**config.mk**
```make
export PLATFORM = sky130hd
export DESIGN_NAME = dgps_sequencer
export DESIGN_NICKNAME = d
export VERILOG_FILES = /design/src/design/dgps_pkg.sv /design/src/design/dgps_gap_counter.sv /design/src/design/dgps_track_writer.sv /design/src/design/dgps_sequencer.sv
export SDC_FILE = /design/constraint.sdc
export NUM_CORES = 1
export LEC_CHECK = 0
export BUFFER_PORTS_ARGS = -buffer_cell sky130_fd_sc_hd__buf_2
export CAP_MARGIN = 20
export CORE_ASPECT_RATIO = 1.4
export CORE_MARGIN = 5
export CORE_UTILIZATION = 53
export CTS_CLUSTER_DIAMETER = 40
export DETAILED_ROUTE_END_ITERATION = 8
export PLACE_DENSITY = 0.91
export SYNTH_ARGS = -nofsm -noshare
export SYNTH_HDL_FRONTEND = slang
export SYNTH_SLANG_ARGS = --single-unit
```
**constraint.sdc**
```tcl
create_clock -name clk_sys -period 4.15 [get_ports clk_sys]
set_input_delay 0.83 -clock clk_sys [delete_from_list [all_inputs] [get_ports clk_sys]]
set_output_delay 0.83 -clock clk_sys [all_outputs]
set_load 0.03 [all_outputs]
```
**src/design/dgps_pkg.sv**
```systemverilog
// constants, types and helpers shared by the gap/preamble sequencer
package dgps_pkg;

    // ********************************************
    // register map
    // ********************************************
    localparam logic [11:0] DGPS_ADDR_OFS = 12'h000;
    localparam logic [11:0] DGPS_STATUS_OFS = 12'h004;
    localparam int DGPS_SECTOR_W = 6;
    localparam logic [5:0] DGPS_SECTOR_RST = 6'h00;

    // status field positions
    localparam int ST_NEW_ADDR = 0;
    localparam int ST_GAP_DATA = 1;
    localparam int ST_TOGGLE = 2;
    localparam int ST_TERM = 3;
    localparam int ST_READ_EN = 4;
    localparam int ST_CONNECTED = 5;
    localparam int ST_ERROR = 6;
    localparam int ST_PH_READ = 7;
    localparam int ST_PH_WRITE = 8;
    localparam int ST_COUNT_LSB = 16;

    // ********************************************
    // disc clock counts
    // ********************************************
    localparam logic [8:0] GAP_LAST_COUNT = 9'h00C;
    localparam logic [8:0] READ_EN_COUNT = 9'h002;
    localparam logic [8:0] TOGGLE_LIMIT = 9'h008;
    localparam logic [8:0] PREAMBLE_END_COUNT = 9'h009;
    localparam logic [8:0] DATA_LAST_COUNT = 9'h17F;
    localparam logic [8:0] WRITE_PHASE_PULSES = 9'h196;
    localparam logic [8:0] READ_PHASE_PULSES = 9'h196;
    localparam int TRACKS = 4;
    localparam int CHAR_W = 7;

    // ********************************************
    // types
    // ********************************************
    typedef enum logic [2:0]
    {
        PH_ZERO = 3'b001,
        PH_READ = 3'b010,
        PH_WRITE = 3'b100
    } dgps_phase_t;

    typedef struct packed
    {
        dgps_phase_t phase;
        logic new_address_flag;
        logic gap_data_flag;
        logic preamble_toggle;
        logic termination_flag;
        logic read_enable_flag;
        logic channel_connected;
        logic error_flag;
        logic [5:0] sector;
        logic [8:0] phase_cnt;
        logic read_enable_out;
        logic phase_bit_read;
        logic phase_bit_write;
        logic data_request;
        logic [3:0] write_data_lines;
        logic pready;
        logic pslverr;
        logic [31:0] prdata;
    } dgps_state_t;

    // mod-3 stage plus three times the character stage
    function automatic logic [8:0] count_value(logic [1:0] m, logic [6:0] c);
        return 9'(c) * 9'h003 + 9'(m);
    endfunction

endpackage

```
**src/design/dgps_gap_counter.sv**
```systemverilog
// modulo-three stage feeding a seven-bit character stage
`timescale 1ns/1ps
module dgps_gap_counter
    import dgps_pkg::*;
#(
    parameter int CW = CHAR_W
)
(
    // clock and reset
    input wire logic clk_sys,
    input wire logic rst,
    // control
    input wire logic counter_clear,
    input wire logic advance,
    input wire logic counter_wrap_inhibit,
    // count
    output logic [1:0] mod_r,
    output logic [CW-1:0] char_r
);

    logic [1:0] mod_nxt;
    logic [CW-1:0] char_nxt;

    always_comb
    begin
        mod_nxt = mod_r;
        char_nxt = char_r;
        if (counter_clear || counter_wrap_inhibit)
        begin
            mod_nxt = 2'h0;
            char_nxt = '0;
        end
        else if (advance)
        begin
            if (mod_r == 2'h2)
            begin
                mod_nxt = 2'h0;
                char_nxt = char_r + 1'b1;
            end
            else
            begin
                mod_nxt = mod_r + 2'h1;
            end
        end
    end

    always_ff @(posedge clk_sys or posedge rst)
    begin
        if (rst)
        begin
            mod_r <= 2'h0;
            char_r <= '0;
        end
        else
        begin
            mod_r <= mod_nxt;
            char_r <= char_nxt;
        end
    end

endmodule

```
**src/design/dgps_track_writer.sv**
```systemverilog
// per-track write flip-flops mixing data with the clock track
`timescale 1ns/1ps
module dgps_track_writer
    import dgps_pkg::*;
#(
    parameter int NT = TRACKS
)
(
    // clock and reset
    input wire logic clk_sys,
    input wire logic rst,
    // clock track
    input wire logic clock_track_amp,
    input wire logic clock_cell_phase,
    input wire logic write_enable,
    // data
    input wire logic [NT-1:0] write_data_lines,
    output logic [NT-1:0] track_write_flop
);

    genvar i;
    generate
        for (i = 0; i < NT; i++)
        begin : g_trk
            always_ff @(posedge clk_sys or posedge rst)
            begin
                if (rst)
                begin
                    track_write_flop[i] <= 1'b0;
                end
                else if (write_enable && clock_track_amp && (clock_cell_phase || write_data_lines[i]))
                begin
                    track_write_flop[i] <= ~track_write_flop[i];
                end
            end
        end
    endgenerate

endmodule

```
**src/design/dgps_sequencer.sv**
```systemverilog
// leading gap, channel check and write preamble sequencer with APB registers
// Operation
// count a 13-pulse leading gap after sector
// counters held cleared in phase zero, flag clear
// counting only on pulses gated by gap flag; code also counts write-phase pulses after the preamble with gap flag clear
// third gap pulse sets read enable
// channel connects before the leading gap ends
// connect command with unit address sets connected
// thirteenth gap count clears gap/data flag
// gap end enters read or write by direction
// write entry clears read enable
// dropped unit address clears connected outside gap/preamble; code clears it only while new address flag is clear, not in read phase
// write phase lasts 406 disc pulses
// protected band aborts write in one pulse
// preamble 0101010100 on all four tracks
// track flop toggles clock cells, data ones
// preamble bit is gated every-other-count toggle
// first write pulse sets gap flag, enables count
// preamble ends when counter reaches nine
// counter forced to zero at preamble end
// first data bits come from shift register
// two flags encode the sequence state
// flags re-initialised at end of leading gap
// counter is mod-three plus seven-bit stage
// gap flag set on sector match in window
// updates on disc clock, clears override counting
// protect abort writes no preamble bits
//
// The implementer's own choices: the register offsets and the APB slave port.
`timescale 1ns/1ps
module dgps_sequencer
    import dgps_pkg::*;
#(
    parameter int NT = TRACKS
)
(
    // clock and reset
    input wire logic clk_sys,
    input wire logic rst,
    // apb slave
    input wire logic psel,
    input wire logic penable,
    input wire logic pwrite,
    input wire logic [11:0] paddr,
    input wire logic [31:0] pwdata,
    output logic pready,
    output logic pslverr,
    output logic [31:0] prdata,
    // disc timing and sector search
    input wire logic disc_clk_pulse,
    input wire logic clock_track_amp,
    input wire logic clock_cell_phase,
    input wire logic compare_window,
    input wire logic [5:0] current_sector,
    // channel
    input wire logic buffer_connect_command,
    input wire logic cmd_unit_match,
    input wire logic unit_address_on_channel,
    input wire logic direction_bit,
    input wire logic [NT-1:0] output_shift_bits,
    output logic data_request,
    output logic channel_connected,
    output logic error_flag,
    // selection unit
    input wire logic band_write_locked,
    output logic read_enable,
    output logic phase_bit_read,
    output logic phase_bit_write,
    output logic [NT-1:0] write_data_lines,
    output logic [NT-1:0] track_write_flop
);

    // ********************************************
    // state and counter
    // ********************************************
    dgps_state_t s_r;
    dgps_state_t s_nxt;
    logic [1:0] mod_r;
    logic [6:0] char_r;
    logic [8:0] cnt;
    logic phase_zero;
    logic in_write;
    logic in_read;
    logic counter_clear;
    logic gated_count_clock;
    logic counter_wrap_inhibit;
    logic gap_end_go;
    logic preamble_end;
    logic toggle_gate;
    logic data_time;
    logic apb_setup;
    logic apb_write;
    logic [31:0] status_word;

    assign cnt = count_value(mod_r, char_r);
    assign phase_zero = (s_r.phase == PH_ZERO);
    assign in_write = (s_r.phase == PH_WRITE);
    assign in_read = (s_r.phase == PH_READ);
    assign counter_clear = !s_r.gap_data_flag && (phase_zero || s_r.new_address_flag);
    assign gated_count_clock = disc_clk_pulse
        && (s_r.gap_data_flag || (in_write && !s_r.new_address_flag));
    assign preamble_end = in_write && s_r.new_address_flag && s_r.gap_data_flag
        && (cnt == PREAMBLE_END_COUNT);
    assign counter_wrap_inhibit = disc_clk_pulse && preamble_end;
    assign gap_end_go = phase_zero && s_r.gap_data_flag && (cnt == GAP_LAST_COUNT) && s_r.channel_connected;
    assign toggle_gate = s_r.new_address_flag && s_r.gap_data_flag && (cnt < TOGGLE_LIMIT);
    assign data_time = !s_r.new_address_flag && s_r.gap_data_flag;

    dgps_gap_counter #(
        .CW(CHAR_W)
    ) u_cnt (
        .clk_sys(clk_sys),
        .rst(rst),
        .counter_clear(counter_clear),
        .advance(gated_count_clock),
        .counter_wrap_inhibit(counter_wrap_inhibit),
        .mod_r(mod_r),
        .char_r(char_r)
    );

    dgps_track_writer #(
        .NT(NT)
    ) u_trk (
        .clk_sys(clk_sys),
        .rst(rst),
        .clock_track_amp(clock_track_amp),
        .clock_cell_phase(clock_cell_phase),
        .write_enable(s_r.phase_bit_write),
        .write_data_lines(s_r.write_data_lines),
        .track_write_flop(track_write_flop)
    );

    // ********************************************
    // apb decode
    // ********************************************
    assign apb_setup = psel && !penable && !s_r.pready;
    assign apb_write = psel && penable && s_r.pready && pwrite && !s_r.pslverr && (paddr == DGPS_ADDR_OFS);

    always_comb
    begin
        status_word = 32'h0000_0000;
        status_word[ST_NEW_ADDR] = s_r.new_address_flag;
        status_word[ST_GAP_DATA] = s_r.gap_data_flag;
        status_word[ST_TOGGLE] = s_r.preamble_toggle;
        status_word[ST_TERM] = s_r.termination_flag;
        status_word[ST_READ_EN] = s_r.read_enable_flag;
        status_word[ST_CONNECTED] = s_r.channel_connected;
        status_word[ST_ERROR] = s_r.error_flag;
        status_word[ST_PH_READ] = s_r.phase_bit_read;
        status_word[ST_PH_WRITE] = s_r.phase_bit_write;
        status_word[ST_COUNT_LSB +: 9] = cnt;
    end

    // ********************************************
    // sequencing
    // ********************************************
    always_comb
    begin
        s_nxt = s_r;
        s_nxt.pready = 1'b0;
        s_nxt.pslverr = 1'b0;
        if (apb_setup)
        begin
            s_nxt.pready = 1'b1;
            s_nxt.prdata = 32'h0000_0000;
            if (paddr == DGPS_ADDR_OFS)
            begin
                s_nxt.prdata[DGPS_SECTOR_W-1:0] = s_r.sector;
            end
            else if (paddr == DGPS_STATUS_OFS)
            begin
                s_nxt.prdata = status_word;
            end
            else
            begin
                s_nxt.pslverr = 1'b1;
            end
        end
        if (disc_clk_pulse)
        begin
            unique case (s_r.phase)
                PH_ZERO:
                begin
                    if (compare_window && s_r.new_address_flag && !s_r.gap_data_flag
                        && (current_sector == s_r.sector))
                    begin
                        s_nxt.gap_data_flag = 1'b1;
                    end
                    if (s_r.gap_data_flag && (cnt == READ_EN_COUNT))
                    begin
                        s_nxt.read_enable_flag = 1'b1;
                    end
                    if (buffer_connect_command && cmd_unit_match)
                    begin
                        s_nxt.channel_connected = 1'b1;
                        s_nxt.error_flag = 1'b0;
                    end
                    if (s_r.gap_data_flag && (cnt == GAP_LAST_COUNT))
                    begin
                        s_nxt.gap_data_flag = 1'b0;
                        s_nxt.preamble_toggle = 1'b0;
                        s_nxt.termination_flag = 1'b0;
                        if (gap_end_go && unit_address_on_channel)
                        begin
                            s_nxt.phase_cnt = 9'h000;
                            if (direction_bit)
                            begin
                                s_nxt.phase = PH_WRITE;
                                s_nxt.read_enable_flag = 1'b0;
                            end
                            else
                            begin
                                s_nxt.phase = PH_READ;
                            end
                        end
                    end
                end
                PH_WRITE:
                begin
                    s_nxt.phase_cnt = s_r.phase_cnt + 9'h001;
                    if (s_r.new_address_flag && !s_r.gap_data_flag)
                    begin
                        if (band_write_locked)
                        begin
                            s_nxt.error_flag = 1'b1;
                            s_nxt.channel_connected = 1'b0;
                            s_nxt.new_address_flag = 1'b0;
                            s_nxt.phase = PH_ZERO;
                        end
                        else
                        begin
                            s_nxt.gap_data_flag = 1'b1;
                        end
                    end
                    if (toggle_gate)
                    begin
                        s_nxt.preamble_toggle = ~s_r.preamble_toggle;
                    end
                    if (preamble_end)
                    begin
                        s_nxt.new_address_flag = 1'b0;
                    end
                    if (data_time && (cnt == DATA_LAST_COUNT))
                    begin
                        s_nxt.gap_data_flag = 1'b0;
                    end
                    if (s_r.phase_cnt == WRITE_PHASE_PULSES - 9'h001)
                    begin
                        s_nxt.phase = PH_ZERO;
                    end
                end
                PH_READ:
                begin
                    s_nxt.phase_cnt = s_r.phase_cnt + 9'h001;
                    if (s_r.phase_cnt == READ_PHASE_PULSES - 9'h001)
                    begin
                        s_nxt.phase = PH_ZERO;
                        s_nxt.read_enable_flag = 1'b0;
                    end
                end
            endcase
            if (!unit_address_on_channel && !s_r.new_address_flag)
            begin
                s_nxt.channel_connected = 1'b0;
            end
        end
        if (apb_write)
        begin
            s_nxt.sector = pwdata[DGPS_SECTOR_W-1:0];
            s_nxt.new_address_flag = 1'b1;
        end
        s_nxt.read_enable_out = (s_nxt.phase == PH_ZERO) && s_nxt.read_enable_flag;
        s_nxt.phase_bit_read = (s_nxt.phase == PH_READ);
        s_nxt.phase_bit_write = (s_nxt.phase == PH_WRITE);
        s_nxt.data_request = (s_nxt.phase == PH_WRITE) && s_nxt.new_address_flag;
        s_nxt.write_data_lines = '0;
        if (s_nxt.phase == PH_WRITE && s_nxt.gap_data_flag)
        begin
            if (s_nxt.new_address_flag)
            begin
                s_nxt.write_data_lines = {NT{s_nxt.preamble_toggle}};
            end
            else
            begin
                s_nxt.write_data_lines = disc_clk_pulse ? output_shift_bits : s_r.write_data_lines;
            end
        end
    end

    always_ff @(posedge clk_sys or posedge rst)
    begin
        if (rst)
        begin
            s_r <= '{phase: PH_ZERO, sector: DGPS_SECTOR_RST, default: '0};
        end
        else
        begin
            s_r <= s_nxt;
        end
    end

    // ********************************************
    // outputs
    // ********************************************
    assign pready = s_r.pready;
    assign pslverr = s_r.pslverr;
    assign prdata = s_r.prdata;
    assign data_request = s_r.data_request;
    assign channel_connected = s_r.channel_connected;
    assign error_flag = s_r.error_flag;
    assign read_enable = s_r.read_enable_out;
    assign phase_bit_read = s_r.phase_bit_read;
    assign phase_bit_write = s_r.phase_bit_write;
    assign write_data_lines = s_r.write_data_lines;

endmodule

```
# After elaboration in Yosys (flattened, before gate mapping)
# Cells that the tools add are included.
dict set report word_totals {
  regBits 79
  input_bits 68
  output_inout_bits 48
  elab_cells 164
}
dict set report op_classes {
  add_sub_neg 4
  mul 1
  magnitude_cmp 1
  eq_ne 23
  muxes 46
  n_bitwise 5
  reduce_logical 61
}
# op count
set op_table {}
lappend op_table {{1-bit logical AND} 38}
lappend op_table {{34-bit two-way mux} 1}
lappend op_table {{27-bit two-way mux} 1}
lappend op_table {{25-bit two-way mux} 1}
lappend op_table {{7-bit two-way mux} 3}
lappend op_table {{4-bit two-way mux} 5}
lappend op_table {{9-bit by 4-bit equality test with 1-bit output, second input constant} 2}
lappend op_table {{9-bit equality test, second input constant} 2}
lappend op_table {{9-bit two-way mux} 2}
lappend op_table {{9-bit one-hot mux with 2 select lines} 1}
lappend op_table {{3-bit two-way mux} 5}
lappend op_table {{1-bit two-way mux} 14}
lappend op_table {{12-bit by 3-bit equality test with 1-bit output, second input constant} 1}
lappend op_table {{12-bit logical NOT} 1}
lappend op_table {{2-bit two-way mux} 6}
lappend op_table {{10-bit two-way mux} 1}
lappend op_table {{5-bit AND reduction} 2}
lappend op_table {{9-bit by 1-bit adder with 9-bit output, second input constant} 1}
lappend op_table {{9-bit by 2-bit adder with 9-bit output} 1}
lappend op_table {{9-bit by 2-bit equality test with 1-bit output, second input constant} 1}
lappend op_table {{9-bit by 4-bit < comparator with 1-bit output, second input constant} 1}
lappend op_table {{7-bit by 2-bit multiplier with 9-bit output, second input constant} 1}
lappend op_table {{3-bit one-hot mux with 3 select lines} 1}
lappend op_table {{2-bit by 1-bit != test with 1-bit output, second input constant} 4}
lappend op_table {{23 further kinds} 45}

# Depth between registers and ports, before layout
dict set report depth {
  ltp_word 13
  depth_mapped 13
  depth_no_buf 12
}

# Cells and area by module
# From an unflattened synthesis, not the netlist that was laid out.
dict set report unflattened {
  cells_unflattened 434
  hier_area_um2 4106.4
}
# mod n_inst cells_per_inst area_each_um2 seq_area_each_um2
set modules_own_cells {}
lappend modules_own_cells {dgps_sequencer 1 376 3488.3 1302.5}
lappend modules_own_cells {dgps_gap_counter 1 45 449.2 225.2}
lappend modules_own_cells {dgps_track_writer 1 13 168.9 100.1}

# Least setup slack after synthesis
# No wires, ideal clock.
dict set report synth_timing {
  path_kind {register -> register}
  from {register u_cnt.mod_r[1]}
  to {register s_r (netlist bit write_data_lines[0])}
  setup_ps 94
  arrival_time_ps 3120
  required_ps 4056
  setup_slack_ps 936
  path_stages_with_launch 13
  n_path_buf 0
  period_less_slack_ps 3214
  path_cell_list {dfrtp_1 -> inv_1 -> fa_1 -> inv_1 -> ha_1 -> fa_1 -> a211oi_2 -> o21bai_2 -> a22oi_4 -> and4_4 -> o31a_4 -> nand4_4 -> a211oi_1}
}
# element line_no
set synth_rtl {}
lappend synth_rtl {{from (decl)} dgps_gap_counter.sv:17} ;# output logic [1:0] mod_r,
lappend synth_rtl {{from (signal assigned)} dgps_gap_counter.sv:56} ;# mod_r <= mod_nxt;
lappend synth_rtl {{to (signal assigned)} dgps_sequencer.sv:298} ;# s_r <= s_nxt;
lappend synth_rtl {{to (decl)} dgps_sequencer.sv:76} ;# dgps_state_t s_r;

# Worst setup path after layout
dict set report layout_timing {
  from {register u_cnt.mod_r[1]}
  to {register s_r (netlist bit write_data_lines[2])}
}
dict set report layout_between {
  elab_chain_cells 12
  word_cells_on_any_way 28
  classes_between {add/sub (1); order compare (1); eq/ne (5); mux (13); reduce/logical (8)}
}
# element line_no
set layout_lines {}
lappend layout_lines {{9-bit by 2-bit adder with 9-bit output (*)} dgps_pkg.sv:71} ;# return 9'(c) * 9'h003 + 9'(m);
lappend layout_lines {{9-bit by 4-bit equality test with 1-bit output} {dgps_sequencer.sv:105, dgps_sequencer.sv:198}}
lappend layout_lines {{1-bit logical AND (2 in series)} dgps_sequencer.sv:105} ;# assign gap_end_go = phase_zero && s_r.gap_data_flag && (cnt == GAP_LAST_COUNT) && s_r.channel_connected;
lappend layout_lines {{1-bit logical AND} dgps_sequencer.sv:203} ;# if (gap_end_go && unit_address_on_channel)
lappend layout_lines {{3-bit two-way mux} dgps_sequencer.sv:203}
lappend layout_lines {{3-bit two-way mux} dgps_sequencer.sv:198} ;# if (s_r.gap_data_flag && (cnt == GAP_LAST_COUNT))
lappend layout_lines {{3-bit one-hot mux with 3 select lines} dgps_sequencer.sv:181} ;# unique case (s_r.phase)
lappend layout_lines {{10-bit two-way mux (*)} dgps_sequencer.sv:179} ;# if (disc_clk_pulse)
lappend layout_lines {{3-bit equality test} dgps_sequencer.sv:277} ;# if (s_nxt.phase == PH_WRITE && s_nxt.gap_data_flag)
lappend layout_lines {{1-bit logical AND} dgps_sequencer.sv:277}
lappend layout_lines {{3-bit != test (no source line) / 4-bit two-way mux (equally long branches)} -}
# Mark *: on every way between the ends. The rest lies on a longest branch, timed or not.
# A chain may end at the register's enable or synchronous reset.

==> results.md <==
* Status: complete, no violations
* RSZ-0062 raised after global routing: false
* Worst Tran Pin Value at 0.8981 ns
* Layout net count at 578
* # setup viols final at 0
* Setup Crit Path Kind: reg -> reg
* Largest net degree at the start of global routing at between 40 and 50
* Worst ir drop on vdd at 244.3 uV
* Post-route cell area at about 0.0046 mm^2
* Worst hold slack at ~0.47 ns
* Post-route minimum period at ~3.7 ns
* Mapped Cells at about 440
* Initial core utilization at approximately 54%
* CTS HTree Levels at 3
* Synthesized area per cell at about 9.4 um^2
* TritonCTS Buffers at 9
* Post-route ant nets at 0
* Antenna Diode Count at 0
* Yosys top cell area share at 38.44%
* Leakage Power at 2.222 nW
* Post-CTS Resized at 0
* GRT Total Usage at about a fifth
* Die Y at between 100 and 150 um
* Yosys top cell by area: dfrtp_1
* Share of layout cells above drive strength 1 at 25.15%
* Critical Path RT at between 4 and 5 ns
* Crit path launch type: flip-flop
* Post-synth cell types at 75
* Vias/cell at roughly 6
* Clk sinks at 65
* GP Congestion at approximately 0.94
* Vias in the first global route at about 3600
* Pins over their slew limit at 0
* Initial antenna violation count at 0
* CTS tree: built
* Remaining DRCs at 0
* Yosys reg bits at 65
* Commonest cells post-synth: dfrtp_1, nand2_1, buf_4, nor2_1, nand3_1
* Die ar. at 0.009760 mm^2
* Main area contributors after synthesis: dfrtp_1, buf_4, ha_1, nand2_1, nand3_1
* Mapped Area at about 0.0042 mm^2
* Max Fanout on Critical Path at 7
* # IOs at about 120
* DRT Wirelength at 9.802 mm
* Final setup skew at just over 0.01 ns
* Number of max-cap violations at 0
* Post-Place Cells at approximately 580
* Crit path capture type: flip-flop
* Setup TNS at 0 ns
* Count of input and output buffers at 75
* Clock Path Buffers at 2
* Seq/Total Area, Yosys at 39.07%
* Number of synthesized flops with an enable pin at 0
* Count leader, synth: dfrtp_1
* Global route total overflow at 0
* WL/cell at roughly 16 um
* Core Region at slightly below 0.008 mm^2
* Non-Filler Instances at slightly below 600
* Worst Path Arrival at roughly 4 ns
* Total number of vias at 3511
* Row Count at 38
* Layout area overhead at 9.490%
* First-pass GRT wire length at between 15 and 20 mm
* Post-synth top flop: dfrtp_1
* Post-DP Area at 0.004392 mm^2
* Initial DRC count at 260
* Rel. slew slack at about 40%
* Cell Pwr Density at 400.4 mW/mm^2
* Die width at 84.94 um
* Hold_buf cts at 0
* Clk slew on worst S/H paths at about 0.08 ns
* Detailed-router iteration count before antenna repair at 5
* Skew-Pair Late Insertion Delay at between 0.3 and 0.4 ns
* Hold crit path type: reg -> reg
* Final Hold Viols at 0
* Final worst path period share at slightly below 90%
* Post-CTS Setup Bufs at 0
* Async SR Flop Fraction at 100.0%
* Root buf cell: clkbuf_8
* Max Freq at about 0.27 GHz
* Yosys warnings at 0
* Hpwl dp at approximately 7.4 mm
==> cell families after synthesis <==
group	Yosys count	share of synthesized area, %
muxes	16	4.024
other	1	0.09000
adders and majority gates	18	5.766
xor gates and xnor gates	18	3.784
buffers and inverters	72	10.12
DFF	65	39.07
and+or+nand+nor	155	19.91
AOI/OAI and AO/OA	96	17.24
==> worst max-delay path, cell delays in order (launching register included) <==
cell,delay [ns]
dfrtp_1,0.39
inv_1,0.09
fa_1,0.53
inv_1,0.05
ha_1,0.22
fa_1,0.46
a211oi_2,0.42
o21bai_2,0.16
a22oi_4,0.31
nand4_1,0.17
a31oi_2,0.44
nor2_1,0.16
a211oi_1,0.21
==> power by group <==
part | internal, mW | total (mW) | switching (mW)
Sequential | 0.659 | 0.691 | 0.0316
Combinational | 0.246 | 0.666 | 0.420
Clock | 0.216 | 0.469 | 0.253
Total | 1.12 | 1.83 | 0.705
==> per-layer routing <==
| metal | GRT usage, % | vias to the layer above | share of wire (%) |
|---|---|---|---|
| met2 | 37.43 | 136 | 54 |
| met1 | 23.56 | 1703 | 36 |
| li1 | - | 1630 | - |
| met3 | 3.728 | 42 | 5.1 |
| met5 | 0 | - | 0 |
| met4 | 13.73 | 0 | 4.5 |
==> path summary, 6_finish.rpt <==
path	cells past startpoint	slack, ns	from	to
setup / recovery	12	0.45	u_cnt.mod_r[1]	write_data_lines[2]
hold / removal	2	0.47	prdata[17]	prdata[17]
setup reg to reg	12	0.45	u_cnt.mod_r[1]	write_data_lines[2]
hold reg to reg	2	0.47	prdata[17]	prdata[17]
max in group asynchronous	3	2.63	rst	s_r[64]
min in group asynchronous	2	0.67	rst	write_data_lines[2]
==> layout by cell type, fill, tap and decap left out, types with 6 or more instances in the layout <==
master and instances:
nand3_1 25, o21ai_1 15, conb_1 14, o21ai_0 20
ha_1 16, dfrtp_1 64, nor2_1 27, buf_2 75
o31ai_1 11, clkbuf_8 9, xor2_1 6, nand4_1 11
nand2_1 40, mux2_2 6, inv_1 19, xnor2_1 12
nor3_1 12, a211oi_1 6, mux2i_1 10
==> per-stage QoR <==
| step | power, mW | utilization [%] | worst slack (ns) |
|---|---|---|---|
| CTS | 1.828 | 59.23 | 0.4806 |
| global route | 1.940 | 59.23 | 0.09739 |
| detailed placement | 1.354 | 57.02 | 0.5475 |
| floorplan | 1.207 | - | 0.9362 |
| finish | 1.826 | 59.23 | 0.4472 |
| global placement | 1.319 | 57.02 | 0.6440 |
==> cell type report <==
type | count | area (um^2)
clock buffers | 9 | 123.9
clock inverters | 7 | 46.29
fillers | 628 | 3141
inverters | 22 | 82.58
multi-input cells | 317 | 2166
flip-flops and latches | 65 | 1628
well taps | 100 | 125.1
repair buffers | 77 | 390.4
==> sequential cells by signal (all words and copies together) (netlist names) <==
name and cells:
pslverr 1, data_request 1, read_enable 1, phase_bit_write 1, u_trk.track_write_flop 4, prdata 18
channel_connected 1, write_data_lines 4, phase_bit_read 1, s_r 22, error_flag 1, u_cnt.mod_r 2
u_cnt.char_r 7, pready 1
No activity file was read; power rests on OpenSTA's default activity.
